==> config.mk <==
export PLATFORM = sky130hd
export DESIGN_NAME = stn_timing_gen
export DESIGN_NICKNAME = d
export VERILOG_FILES = /design/src/verilog/stn_timing_gen.v
export VERILOG_INCLUDE_DIRS = /design/src /design/src/pkg
export SDC_FILE = /design/constraint.sdc
export NUM_CORES = 1
export LEC_CHECK = 0
export ABC_AREA = 0
export BUFFER_PORTS_ARGS = -buffer_cell sky130_fd_sc_hd__buf_2
export CAP_MARGIN = 0
export CORE_MARGIN = 3
export CORE_UTILIZATION = 54
export CTS_CLUSTER_SIZE = 20
export DETAILED_ROUTE_END_ITERATION = 7
export GPL_TIMING_DRIVEN = 0
export PLACE_DENSITY_LB_ADDON = 0.3
export SYNTH_ARGS = -nofsm -noshare
export SYNTH_HDL_FRONTEND = slang
export SYNTH_SLANG_ARGS = --single-unit
export TNS_END_PERCENT = 1
==> constraint.sdc <==
create_clock -name clock -period 7.1 [get_ports clock]
set_clock_uncertainty 0.05 [all_clocks]
set_input_delay 1.065 -clock clock [delete_from_list [all_inputs] [get_ports clock]]
set_output_delay 1.065 -clock clock [all_outputs]
set_load 0.01 [all_outputs]
==> src/pkg/stn_defines.vh <==
`ifndef STN_DEFINES_VH
`define STN_DEFINES_VH

// Colour panel formats
`define STN_MODE_C4 2'h0
`define STN_MODE_C8F1 2'h1
`define STN_MODE_C8F2 2'h2
`define STN_MODE_C16 2'h3

// Panel type selecting passive timing
`define STN_PANEL_PASSIVE 2'h0

// Field decode offsets, in pixels
`define STN_FIELD_ONE 12'h001
`define STN_HORIZONTAL_DISPLAY_START_ADD 12'h016
`define STN_UNIT_SHIFT 3

// Fixed positions, in half pixels
`define STN_AC_TOGGLE_H2 12'h002
`define STN_C4_START_ADD 12'h002

// Colour 16-bit pattern over 32 half pixels: loads and high phases
`define STN_C16_LOAD_A 5'h00
`define STN_C16_LOAD_B 5'h0a
`define STN_C16_LOAD_C 5'h14
`define STN_C16_HIGH_LEN 5'h04
`define STN_C16_HIGH_LAG 5'h04

// Colour 8-bit format 1 phases within 8 half pixels
`define STN_F1_SEC_LO 3'h2
`define STN_F1_SEC_HI 3'h6

`endif

==> src/verilog/stn_timing_gen.v <==
// Operation
// - Display lasts vertical display field plus one lines.
// - Remaining lines up to vertical total are blank lines.
// - Horizontal display is (field plus one) times eight pixel clocks.
// - Horizontal total is (field plus one) times eight; blank is the rest.
// - Frame pulse set up and held around line pulse falling edge.
// - Line pulse repeats every horizontal total, lasting programmed width.
// - AC-bias toggle changes at least start minus one before line pulse.
// - First shift rising edge at display start; plus one pixel in 4-bit, plus two pixels in 16-bit.
// - First shift fall half pixel after rise in 4-bit mode.
// - Last shift fall ends the display window before line pulse.
// - 4-bit mode: one-pixel shift period, data on upper lines.
// - 8-bit format 1: two shift clocks, four-pixel period, two-pixel phases.
// - 8-bit format 1: data valid one pixel around either falling edge.
// - Format 1 main rise and second fall three pixels after start.
// - 8-bit format 2: two-pixel shift period, data one pixel around fall.
// - 16-bit mode: sixteen pixels per three shift rising edges.
// - 16-bit mode: data set up and held around rising edge.
// - Line pulse start is field plus one pixel.
// - Line pulse width is field plus one pixel.
// - Display start is field plus 22 pixels.
// - Timing runs only with panel type passive.
`timescale 1ns/1ps
`include "stn_defines.vh"
`default_nettype none

module stn_timing_gen #(
  parameter DW = 16,
  parameter DEPTH = 2
) (
  // Clock, reset, enable
  input wire clock,
  input wire rst_n,
  input wire clk_en,
  // Pixel clock from outside
  input wire pixel_clock_pin,
  // Configuration
  input wire [1:0] panel_type,
  input wire [1:0] color_mode,
  input wire [6:0] horizontal_total,
  input wire [6:0] horizontal_display_period,
  input wire [9:0] horizontal_display_start,
  input wire [9:0] line_pulse_start,
  input wire [6:0] line_pulse_width,
  input wire [9:0] vertical_total,
  input wire [9:0] vertical_display_period,
  input wire [5:0] ac_bias_lines,
  // Pixel data stream
  input wire pix_valid,
  output wire pix_ready,
  input wire [DW-1:0] pix_data,
  // Status
  output reg data_underrun,
  // Panel pins
  output reg frame_pulse,
  output reg line_pulse,
  output reg shift_clock,
  output reg second_shift_clock,
  output reg ac_bias_toggle,
  output reg [15:0] panel_data_bus
);

  ////////////////////////////////////////////////////////////////
  // Helpers

  // Distance from b forward to a, modulo m
  function [11:0] wrapd;
    input [11:0] a;
    input [11:0] b;
    input [11:0] m;
    reg [12:0] t;
    begin
      t = {1'b0, a} + {1'b0, m} - {1'b0, b};
      if (t >= {1'b0, m})
        t = t - {1'b0, m};
      wrapd = t[11:0];
    end
  endfunction

  // Field plus one, in half pixels
  function [11:0] half_px;
    input [9:0] f;
    begin
      half_px = ({2'h0, f} + `STN_FIELD_ONE) << 1;
    end
  endfunction

  ////////////////////////////////////////////////////////////////
  // Pixel clock sampling

  reg pclk_s1;
  reg pclk_s2;
  reg pclk_s3;
  reg fresh;
  wire tick = pclk_s2 ^ pclk_s3;
  wire run = clk_en && (panel_type == `STN_PANEL_PASSIVE);

  always @(posedge clock) begin
    if (!rst_n) begin
      pclk_s1 <= 1'b0;
      pclk_s2 <= 1'b0;
      pclk_s3 <= 1'b0;
      fresh <= 1'b0;
    end else if (clk_en) begin
      pclk_s1 <= pixel_clock_pin;
      pclk_s2 <= pclk_s1;
      pclk_s3 <= pclk_s2;
      fresh <= tick && run;
    end
  end

  ////////////////////////////////////////////////////////////////
  // Field decode, all in half pixels (both pixel clock edges)

  wire [11:0] ht2 = ({5'h00, horizontal_total} + `STN_FIELD_ONE) << (`STN_UNIT_SHIFT + 1);
  wire [11:0] hdp2 = ({5'h00, horizontal_display_period} + `STN_FIELD_ONE)
                     << (`STN_UNIT_SHIFT + 1);
  wire [11:0] hds2 = ({2'h0, horizontal_display_start} + `STN_HORIZONTAL_DISPLAY_START_ADD) << 1;
  wire [11:0] lps2 = half_px(line_pulse_start);
  wire [11:0] lpw2 = half_px({3'h0, line_pulse_width});
  wire [11:0] win_start = (color_mode == `STN_MODE_C4) ? hds2 + `STN_C4_START_ADD : hds2;

  ////////////////////////////////////////////////////////////////
  // Counters

  reg [11:0] hcnt;
  reg [9:0] vcnt;
  reg [5:0] ac_cnt;
  wire line_end = (hcnt == ht2 - 12'h001);

  always @(posedge clock) begin
    if (!rst_n) begin
      hcnt <= 12'h000;
      vcnt <= 10'h000;
    end else if (run && tick) begin
      if (line_end || hcnt >= ht2) begin
        hcnt <= 12'h000;
        if (vcnt >= vertical_total)
          vcnt <= 10'h000;
        else
          vcnt <= vcnt + 10'h001;
      end else begin
        hcnt <= hcnt + 12'h001;
      end
    end
  end

  ////////////////////////////////////////////////////////////////
  // Shift and load phases

  wire [11:0] pos = wrapd(hcnt, win_start, ht2);
  wire [11:0] lp_rel = wrapd(hcnt, lps2, ht2);
  wire vdisp = (vcnt <= vertical_display_period);
  wire in_win = vdisp && (pos < hdp2);
  wire [4:0] q16 = pos[4:0];
  wire [2:0] m8 = pos[2:0];

  reg next_shift;
  reg next_shift2;
  reg load_phase;

  always @* begin
    next_shift = 1'b0;
    next_shift2 = 1'b0;
    load_phase = 1'b0;
    case (color_mode)
      `STN_MODE_C4: begin
        next_shift = ~pos[0];
        load_phase = ~pos[0];
      end
      `STN_MODE_C8F1: begin
        // two clocks, second falls as main rises
        next_shift2 = (m8 >= `STN_F1_SEC_LO) && (m8 < `STN_F1_SEC_HI);
        next_shift = (m8 >= `STN_F1_SEC_HI) || (m8 < `STN_F1_SEC_LO);
        // load one pixel before each fall
        load_phase = (pos[1:0] == 2'h0);
      end
      `STN_MODE_C8F2: begin
        next_shift = ~pos[1];
        load_phase = (pos[1:0] == 2'h0);
      end
      default: begin
        next_shift = ((q16 >= `STN_C16_LOAD_A + `STN_C16_HIGH_LAG) &&
                      (q16 < `STN_C16_LOAD_A + `STN_C16_HIGH_LAG + `STN_C16_HIGH_LEN)) ||
                     ((q16 >= `STN_C16_LOAD_B + `STN_C16_HIGH_LAG) &&
                      (q16 < `STN_C16_LOAD_B + `STN_C16_HIGH_LAG + `STN_C16_HIGH_LEN)) ||
                     ((q16 >= `STN_C16_LOAD_C + `STN_C16_HIGH_LAG) &&
                      (q16 < `STN_C16_LOAD_C + `STN_C16_HIGH_LAG + `STN_C16_HIGH_LEN));
        // data loaded two pixels before each rise
        load_phase = (q16 == `STN_C16_LOAD_A) || (q16 == `STN_C16_LOAD_B) ||
                     (q16 == `STN_C16_LOAD_C);
      end
    endcase
  end

  ////////////////////////////////////////////////////////////////
  // Two-entry buffer; drained only at load phases, so it really fills

  reg [DW-1:0] mem [0:DEPTH-1];
  reg [1:0] fcount;
  reg wptr;
  reg rptr;
  wire full = (fcount == DEPTH);
  wire empty = (fcount == 2'h0);
  wire want = fresh && in_win && load_phase;
  wire pop = want && !empty;
  wire push = pix_valid && !full;
  assign pix_ready = !full;

  always @(posedge clock) begin
    if (!rst_n) begin
      fcount <= 2'h0;
      wptr <= 1'b0;
      rptr <= 1'b0;
    end else if (clk_en) begin
      if (push) begin
        mem[wptr] <= pix_data;
        wptr <= ~wptr;
      end
      if (pop)
        rptr <= ~rptr;
      if (push && !pop)
        fcount <= fcount + 2'h1;
      else if (pop && !push)
        fcount <= fcount - 2'h1;
    end
  end

  ////////////////////////////////////////////////////////////////
  // Panel outputs

  wire frame_start = fresh && (hcnt == 12'h000) && (vcnt == 10'h000);
  wire ac_point = fresh && (hcnt == `STN_AC_TOGGLE_H2);

  always @(posedge clock) begin
    if (!rst_n) begin
      frame_pulse <= 1'b0;
      line_pulse <= 1'b0;
      shift_clock <= 1'b0;
      second_shift_clock <= 1'b0;
      ac_bias_toggle <= 1'b0;
      ac_cnt <= 6'h00;
      panel_data_bus <= 16'h0000;
      data_underrun <= 1'b0;
    end else if (clk_en && !run) begin
      // Panel pins except ac_bias_toggle idle low while not a passive panel
      frame_pulse <= 1'b0;
      line_pulse <= 1'b0;
      shift_clock <= 1'b0;
      second_shift_clock <= 1'b0;
      panel_data_bus <= 16'h0000;
    end else if (clk_en) begin
      // whole first line, around line pulse fall
      frame_pulse <= (vcnt == 10'h000);
      line_pulse <= (lp_rel < lpw2);
      shift_clock <= in_win && next_shift;
      second_shift_clock <= in_win && next_shift2;
      // toggle one pixel into the line
      if (ac_point && (hcnt == `STN_AC_TOGGLE_H2)) begin
        if (ac_bias_lines == 6'h00) begin
          if (vcnt == 10'h000)
            ac_bias_toggle <= ~ac_bias_toggle;
        end else if (ac_cnt >= ac_bias_lines - 6'h01) begin
          ac_cnt <= 6'h00;
          ac_bias_toggle <= ~ac_bias_toggle;
        end else begin
          ac_cnt <= ac_cnt + 6'h01;
        end
      end
      if (pop) begin
        case (color_mode)
          `STN_MODE_C4: panel_data_bus <= {8'h00, mem[rptr][3:0], 4'h0};
          `STN_MODE_C8F1: panel_data_bus <= {8'h00, mem[rptr][7:0]};
          `STN_MODE_C8F2: panel_data_bus <= {8'h00, mem[rptr][7:0]};
          default: panel_data_bus <= mem[rptr][15:0];
        endcase
      end
      // Underrun holds last data; sticky until the next frame
      if (want && empty)
        data_underrun <= 1'b1;
      else if (frame_start)
        data_underrun <= 1'b0;
    end
  end

endmodule // stn_timing_gen

`default_nettype wire

Word level (Yosys, flattened, before mapping)
Memories as Yosys holds them, arrays and structs flattened. A register that Yosys moved wholly into a read port is not among the register bits.
Index checks and enable logic that the tools add are counted.
{"block": "op_classes", "add_sub_neg": 18, "order_cmp": 18, "n_eq_ne": 8, "muxes": 23, "bitwise": 9, "n_reduce_logical": 52}
{"operator": "$mux 12", "count": 4}
{"operator": "$pmux 16 s2", "count": 1}
{"operator": "$ge 13x12->1", "count": 2}
{"operator": "$sub 13x12->13", "count": 2}
{"operator": "$add 7x1->8 const B", "count": 3}
{"operator": "$sub 12x12->12", "count": 2}
{"operator": "$logic_and 1x1->1", "count": 21}
{"operator": "$add 12x12->13", "count": 1}
{"operator": "$add 12x1->12 const B", "count": 1}
{"operator": "$add 12x2->12 const B", "count": 1}
{"operator": "$eq 12x12->1", "count": 1}
{"operator": "$eq 12x2->1 const B", "count": 1}
{"operator": "$ge 12x12->1", "count": 1}
{"operator": "$logic_not 12->1", "count": 1}
{"operator": "$lt 12x12->1", "count": 1}
{"operator": "$lt 12x9->1", "count": 1}
{"operator": "$mux 1", "count": 12}
{"operator": "$sub 12x1->12 const B", "count": 1}
{"operator": "$add 10x1->11 const B", "count": 1}
{"operator": "$add 10x5->11 const B", "count": 1}
{"operator": "$add 10x1->10 const B", "count": 1}
{"operator": "$ge 10x10->1", "count": 1}
{"operator": "$le 10x10->1", "count": 1}
{"operator": "$logic_not 10->1", "count": 1}
{"operator": "37 further kinds", "count": 65}
{"block": "totals", "regBits": 58, "ramBits": 32, "input_bits": 92, "out_inout_bits": 23, "elab_cells": 146, "mem_count": 1}
{"name": "mem", "depth": 2, "width": 16, "rd": 1, "rd_ports_with_merged_regs": 1, "write_ports": 1, "line_no": "stn_timing_gen.v:199", "source": "reg [DW-1:0] mem [0:DEPTH-1];"}

Logic depth before layout (Yosys ltp)
{"block": "logic_depth", "depth_word": 16, "mapped_depth": 38, "ltp_nobuf": 37}

Worst setup path before layout
Ideal clock, no wire load.
{"block": "synth_timing", "path_kind": "in2reg", "startpoint": "input port horizontal_total[0]", "endpoint": "register panel_data_bus[3]", "setup_ns": 0.070, "arrival_ns": 7.456, "required_ns": 6.980, "path_slack_ns": -0.477, "cell_stages": 31, "path_buffers": 2, "path_cell_list": "ha_1 inv_1 fa_1 inv_1 ha_1 o21ai_0 a21oi_1 o21a_1 nor2_1 o21bai_1 a21oi_1 xnor2_1 ha_1 or4_4 o211ai_4 nand3_1 mux2i_1 clkbuf_1 a211oi_1 a21o_1 ha_1 a211o_1 a21oi_1 o21ai_0 a21oi_1 o21ai_0 a21o_2 or4_4 buf_6 or4_1 a21oi_1"}
{"block": "synth_between", "elab_chain_cells": 12, "word_cells_on_any_way": 20, "cone_classes": "add/sub: 4; order compare: 2; eq/ne: 2; mux: 2; bitwise: 1; reduce/logical: 9"}
{"element": "from (decl)", "line_no": "stn_timing_gen.v:40", "source": "input wire [6:0] horizontal_total,"}
{"element": "$add 7x1->8 (no source line) *"}
{"element": "$add 12x12->13", "line_no": "stn_timing_gen.v:73", "source": "t = {1'b0, a} + {1'b0, m} - {1'b0, b};"}
{"element": "$sub 13x12->13", "line_no": "stn_timing_gen.v:73"}
{"element": "$sub 12x12->12 or $ge 13x12->1 (tied branches)", "line_no": "stn_timing_gen.v:75, stn_timing_gen.v:74"}
{"element": "$mux 12 *", "line_no": "stn_timing_gen.v:74", "source": "if (t >= {1'b0, m})"}
{"element": "parallel branches: the longest is 4 deep, another holds $lt 12x12->1"}
{"element": "$logic_and 1x1->1 *", "line_no": "stn_timing_gen.v:205", "source": "wire want = fresh && in_win && load_phase;"}
{"element": "$logic_and 1x1->1 *", "line_no": "stn_timing_gen.v:206", "source": "wire pop = want && !empty;"}
{"element": "$reduce_and 2->1 (no source line) *"}
{"element": "to (signal assigned)", "line_no": "stn_timing_gen.v:272", "source": "`STN_MODE_C4: panel_data_bus <= {8'h00, mem[rptr][3:0], 4'h0};"}
{"element": "to (signal assigned)", "line_no": "stn_timing_gen.v:273", "source": "`STN_MODE_C8F1: panel_data_bus <= {8'h00, mem[rptr][7:0]};"}
{"element": "to (signal assigned)", "line_no": "stn_timing_gen.v:274", "source": "`STN_MODE_C8F2: panel_data_bus <= {8'h00, mem[rptr][7:0]};"}
{"element": "to (decl)", "line_no": "stn_timing_gen.v:60", "source": "output reg [15:0] panel_data_bus"}
Mark *: on every way between the ends.
A chain may end at the register's enable or synchronous reset.

Worst setup path after layout
Same ends and word-level chain as after synthesis.

==> out/metrics.cfg <==
[timing]
finalHoldViolations = 0
slew_headroom = 0.439
drv_slew = 0
holdWs_ns = 0.420
max_freq_mhz = 134
period_needed_ns = 7.46
finalSetupViolCount = 20
setup_ws_ns = -0.356
tightest_slew_ns = 0.841
fin_crit_sh = 1.05
rsz0062_at_grt = true

[die]
rows = 45
fp.coreArea_sq_um = 15300
ios = 115
die_w_microns = 131
die_y_microns = 131
start_util = 0.554
dieArea_sq_um = 17200

[logic_synthesis]
synth_edf_count = 32
synth_largest_area_cell = ha_1
ys_seq_area_frac = 0.253
yosys_warnings = 0
ys_ff_latch = 91
synth_common_cells = ha_1, nor2_1, inv_1
ys.flop_type = dfxtp_1
ys_top_cells_by_area = ha_1, dfxtp_1, edfxtp_1
avgSynthCellArea_sq_um = 8.59
synth_cell_types = 69
synth_top_area_frac = 0.170
syn-num-nets = 1197
async_reset_ff_frac = 0
synthCells = 985
synth_area_sq_um = 8460
yosysMostFrequentCell = ha_1

[placed_design]
pre_cts_slack_ns = -1.09
gp_congestion = 0.895
dp_hpwl_microns = 16100
port_buffers = 113

[drt]
vias = 8045
routed_wl_microns = 22800
drc = 0
drt_iter0_drc = 602
via_per_inst = 5.80
wl_per_cell_microns = 16.4
dr.pass1.iters = 5
final_antenna_net_count = 0

[critical_path]
cp_slowest_cell = or4_4
critPathKind = in -> reg
startpoint = horizontal_total[0]
crit_path_frequent_cell = ha_4
crit_arrival_ns = 7.68
critPathCaptureType = register
cp.buffers_inverters = 4
cp_max_fo = 8
cp.required_ns = 7.32
slowest_delay_ns = 0.57
start_kind = primary input
crit_family = compound AO/OA/AOI/OAI gates
regToRegStartpoint = hcnt[5]$_SDFFE_PN0P_

[pwr]
internal_power_uw = 1290
switching_share = 0.358
p_leak_uw = 0.00465
combPwrFrac = 0.485
p_sw_uw = 717
p_clk_frac = 0.238
power_density_nw_per_um2 = 189
p_seq_frac = 0.276
ir_worst_vdd_mv = 0.188

[global_route]
grt_max_degree = 17
grt_pass1_wl_microns = 35900
overflow = 0
grt_pass1_vias = 7613
antenna_found_initial = 1
grt_usage = 0.248

[clock_network]
clk_pin_slew_ns = 0.06
root_buffer = clkbuf_16
ctsHoldBuffers = 0
cts_made_buffers = 9
cts_tree = built
cts_max_path_buffers = 2
cts_max_level = 3
cts_sinks = 91
worstSkewPairLatency_ns = 0.34

[cells_and_area]
layout-drive-gt1-share = 0.255
synthToLayoutAreaGrowth_pct = 25.6
nets = 1383
fillers = 1208

[run_status]
status = finished with violations
violations = setup timing

[min_path]
hold_start = second_shift_clock$_SDFFE_PP0P_
hp-class = reg -> reg

[job]
drv_cap = 0

==> tightest hold or removal path, cell delays in order, from the launching register on <==
cell      delay [ns]
dfxtp_1         0.31
nand2b_1        0.06
a21oi_1         0.05
==> kinds of logic (layout without fill, tap and decap cells) <==
logic type                 count (synthesis)  in the layout  share of synthesized area
adders and majority gates                120            120                      0.182
buffers and inverters                     94            285                     0.0426
DFF                                       91             91                      0.253
and+or+nand+nor                          324            324                      0.202
other                                      0              1                          0
muxes                                     32             32                     0.0399
AOI/OAI and AO/OA                        216            216                      0.167
xor gates and xnor gates                 108            108                      0.113
==> what timing repair did <==
item / CTS / global route
setup endpoints to repair: 20 / 21
buffers inserted: 48 / 15
pin swaps: 49 / 40
endpoints found under the hold margin: 0 / 0
resized for setup: 49 / 39
==> sequential cells by signal (all words and copies together) (netlist names), 2 cells and up, named ones only <==
register        count
mem                32
panel_data_bus     16
hcnt               12
vcnt               10
ac_cnt              6
fcount              2
==> cells in the final DEF (no fill, tap or decap), drive strengths merged, types with 6 or more instances in the layout <==
master  count
o21a       14
a21oi      59
o211ai      9
nand2b     15
ha        115
o22ai       7
o21ai      53
nor3       27
inv        69
xnor2      61
nor4        9
nand2      54
and3       16
edfxtp     32
clkbuf     30
nor2       75
nor2b      12
mux2i      18
xor2       46
a31oi      11
buf       181
nand3b      7
or3         7
and2        9
nand3      39
a21o       20
dfxtp      59
mux2       14
and4        7
a211oi      6
nand4      20
or4         8
==> power groups by stage <==
stage	sequential [uW]	combinational [uW]	clock, uW
after floorplan	565	573	0
after global placement	565	730	0
after detailed placement	565	754	0
after CTS	554	888	482
after global routing	554	1070	507
final	554	973	477
==> metrics by stage <==
step	power (uW)	std cells	util	cell area, sq um	TNS (ns)
6_report	2000	1388	0.696	10600	-4.70
5_1_grt	2130	1387	0.696	10600	-8.57
4_1_cts	1920	1372	0.675	10300	-1.85
3_5_place_dp	1320	1309	0.616	9400	-19.59
3_3_place_gp	1300	1309	0.616	9400	-17.89
2_1_floorplan	1140	985	-	8570	-0.108
==> final timing paths <==
check                                                  endpoint  slack, ns  depth (start not counted)
worst min register to register  second_shift_clock$_SDFFE_PP0P_       0.42                          2
worst min-delay path            second_shift_clock$_SDFFE_PP0P_       0.42                          2
worst max-delay path             panel_data_bus[3]$_SDFFE_PP0P_      -0.36                         33
worst max register to register   panel_data_bus[3]$_SDFFE_PP0P_       0.09                         31
==> routing by layer <==
| metal | vias up | global-route usage | part of all wire |
|---|---|---|---|
| met5 | - | 0 | 0.00057 |
| met4 | 2 | 0.0817 | 0.029 |
| met3 | 59 | 0.0433 | 0.060 |
| met2 | 257 | 0.412 | 0.47 |
| met1 | 3788 | 0.329 | 0.44 |
| li1 | 3939 | - | - |
==> layout make-up <==
| cell class | instances | area (sq um) | area share |
|---|---|---|---|
| multi-input cells | 800 | 6460 | 0.608 |
| flip-flops and latches | 91 | 2140 | 0.202 |
| repair buffers | 176 | 1080 | 0.102 |
| inverters | 69 | 269 | 0.0253 |
| well taps | 211 | 264 | 0.0249 |
| clock buffers | 11 | 233 | 0.0219 |
| plain buffers | 24 | 109 | 0.0102 |
| clock inverters | 5 | 63.8 | 0.00601 |
| diodes | 1 | 2.50 | 0.000236 |
Note: power is estimated with default switching activity, not from simulation.
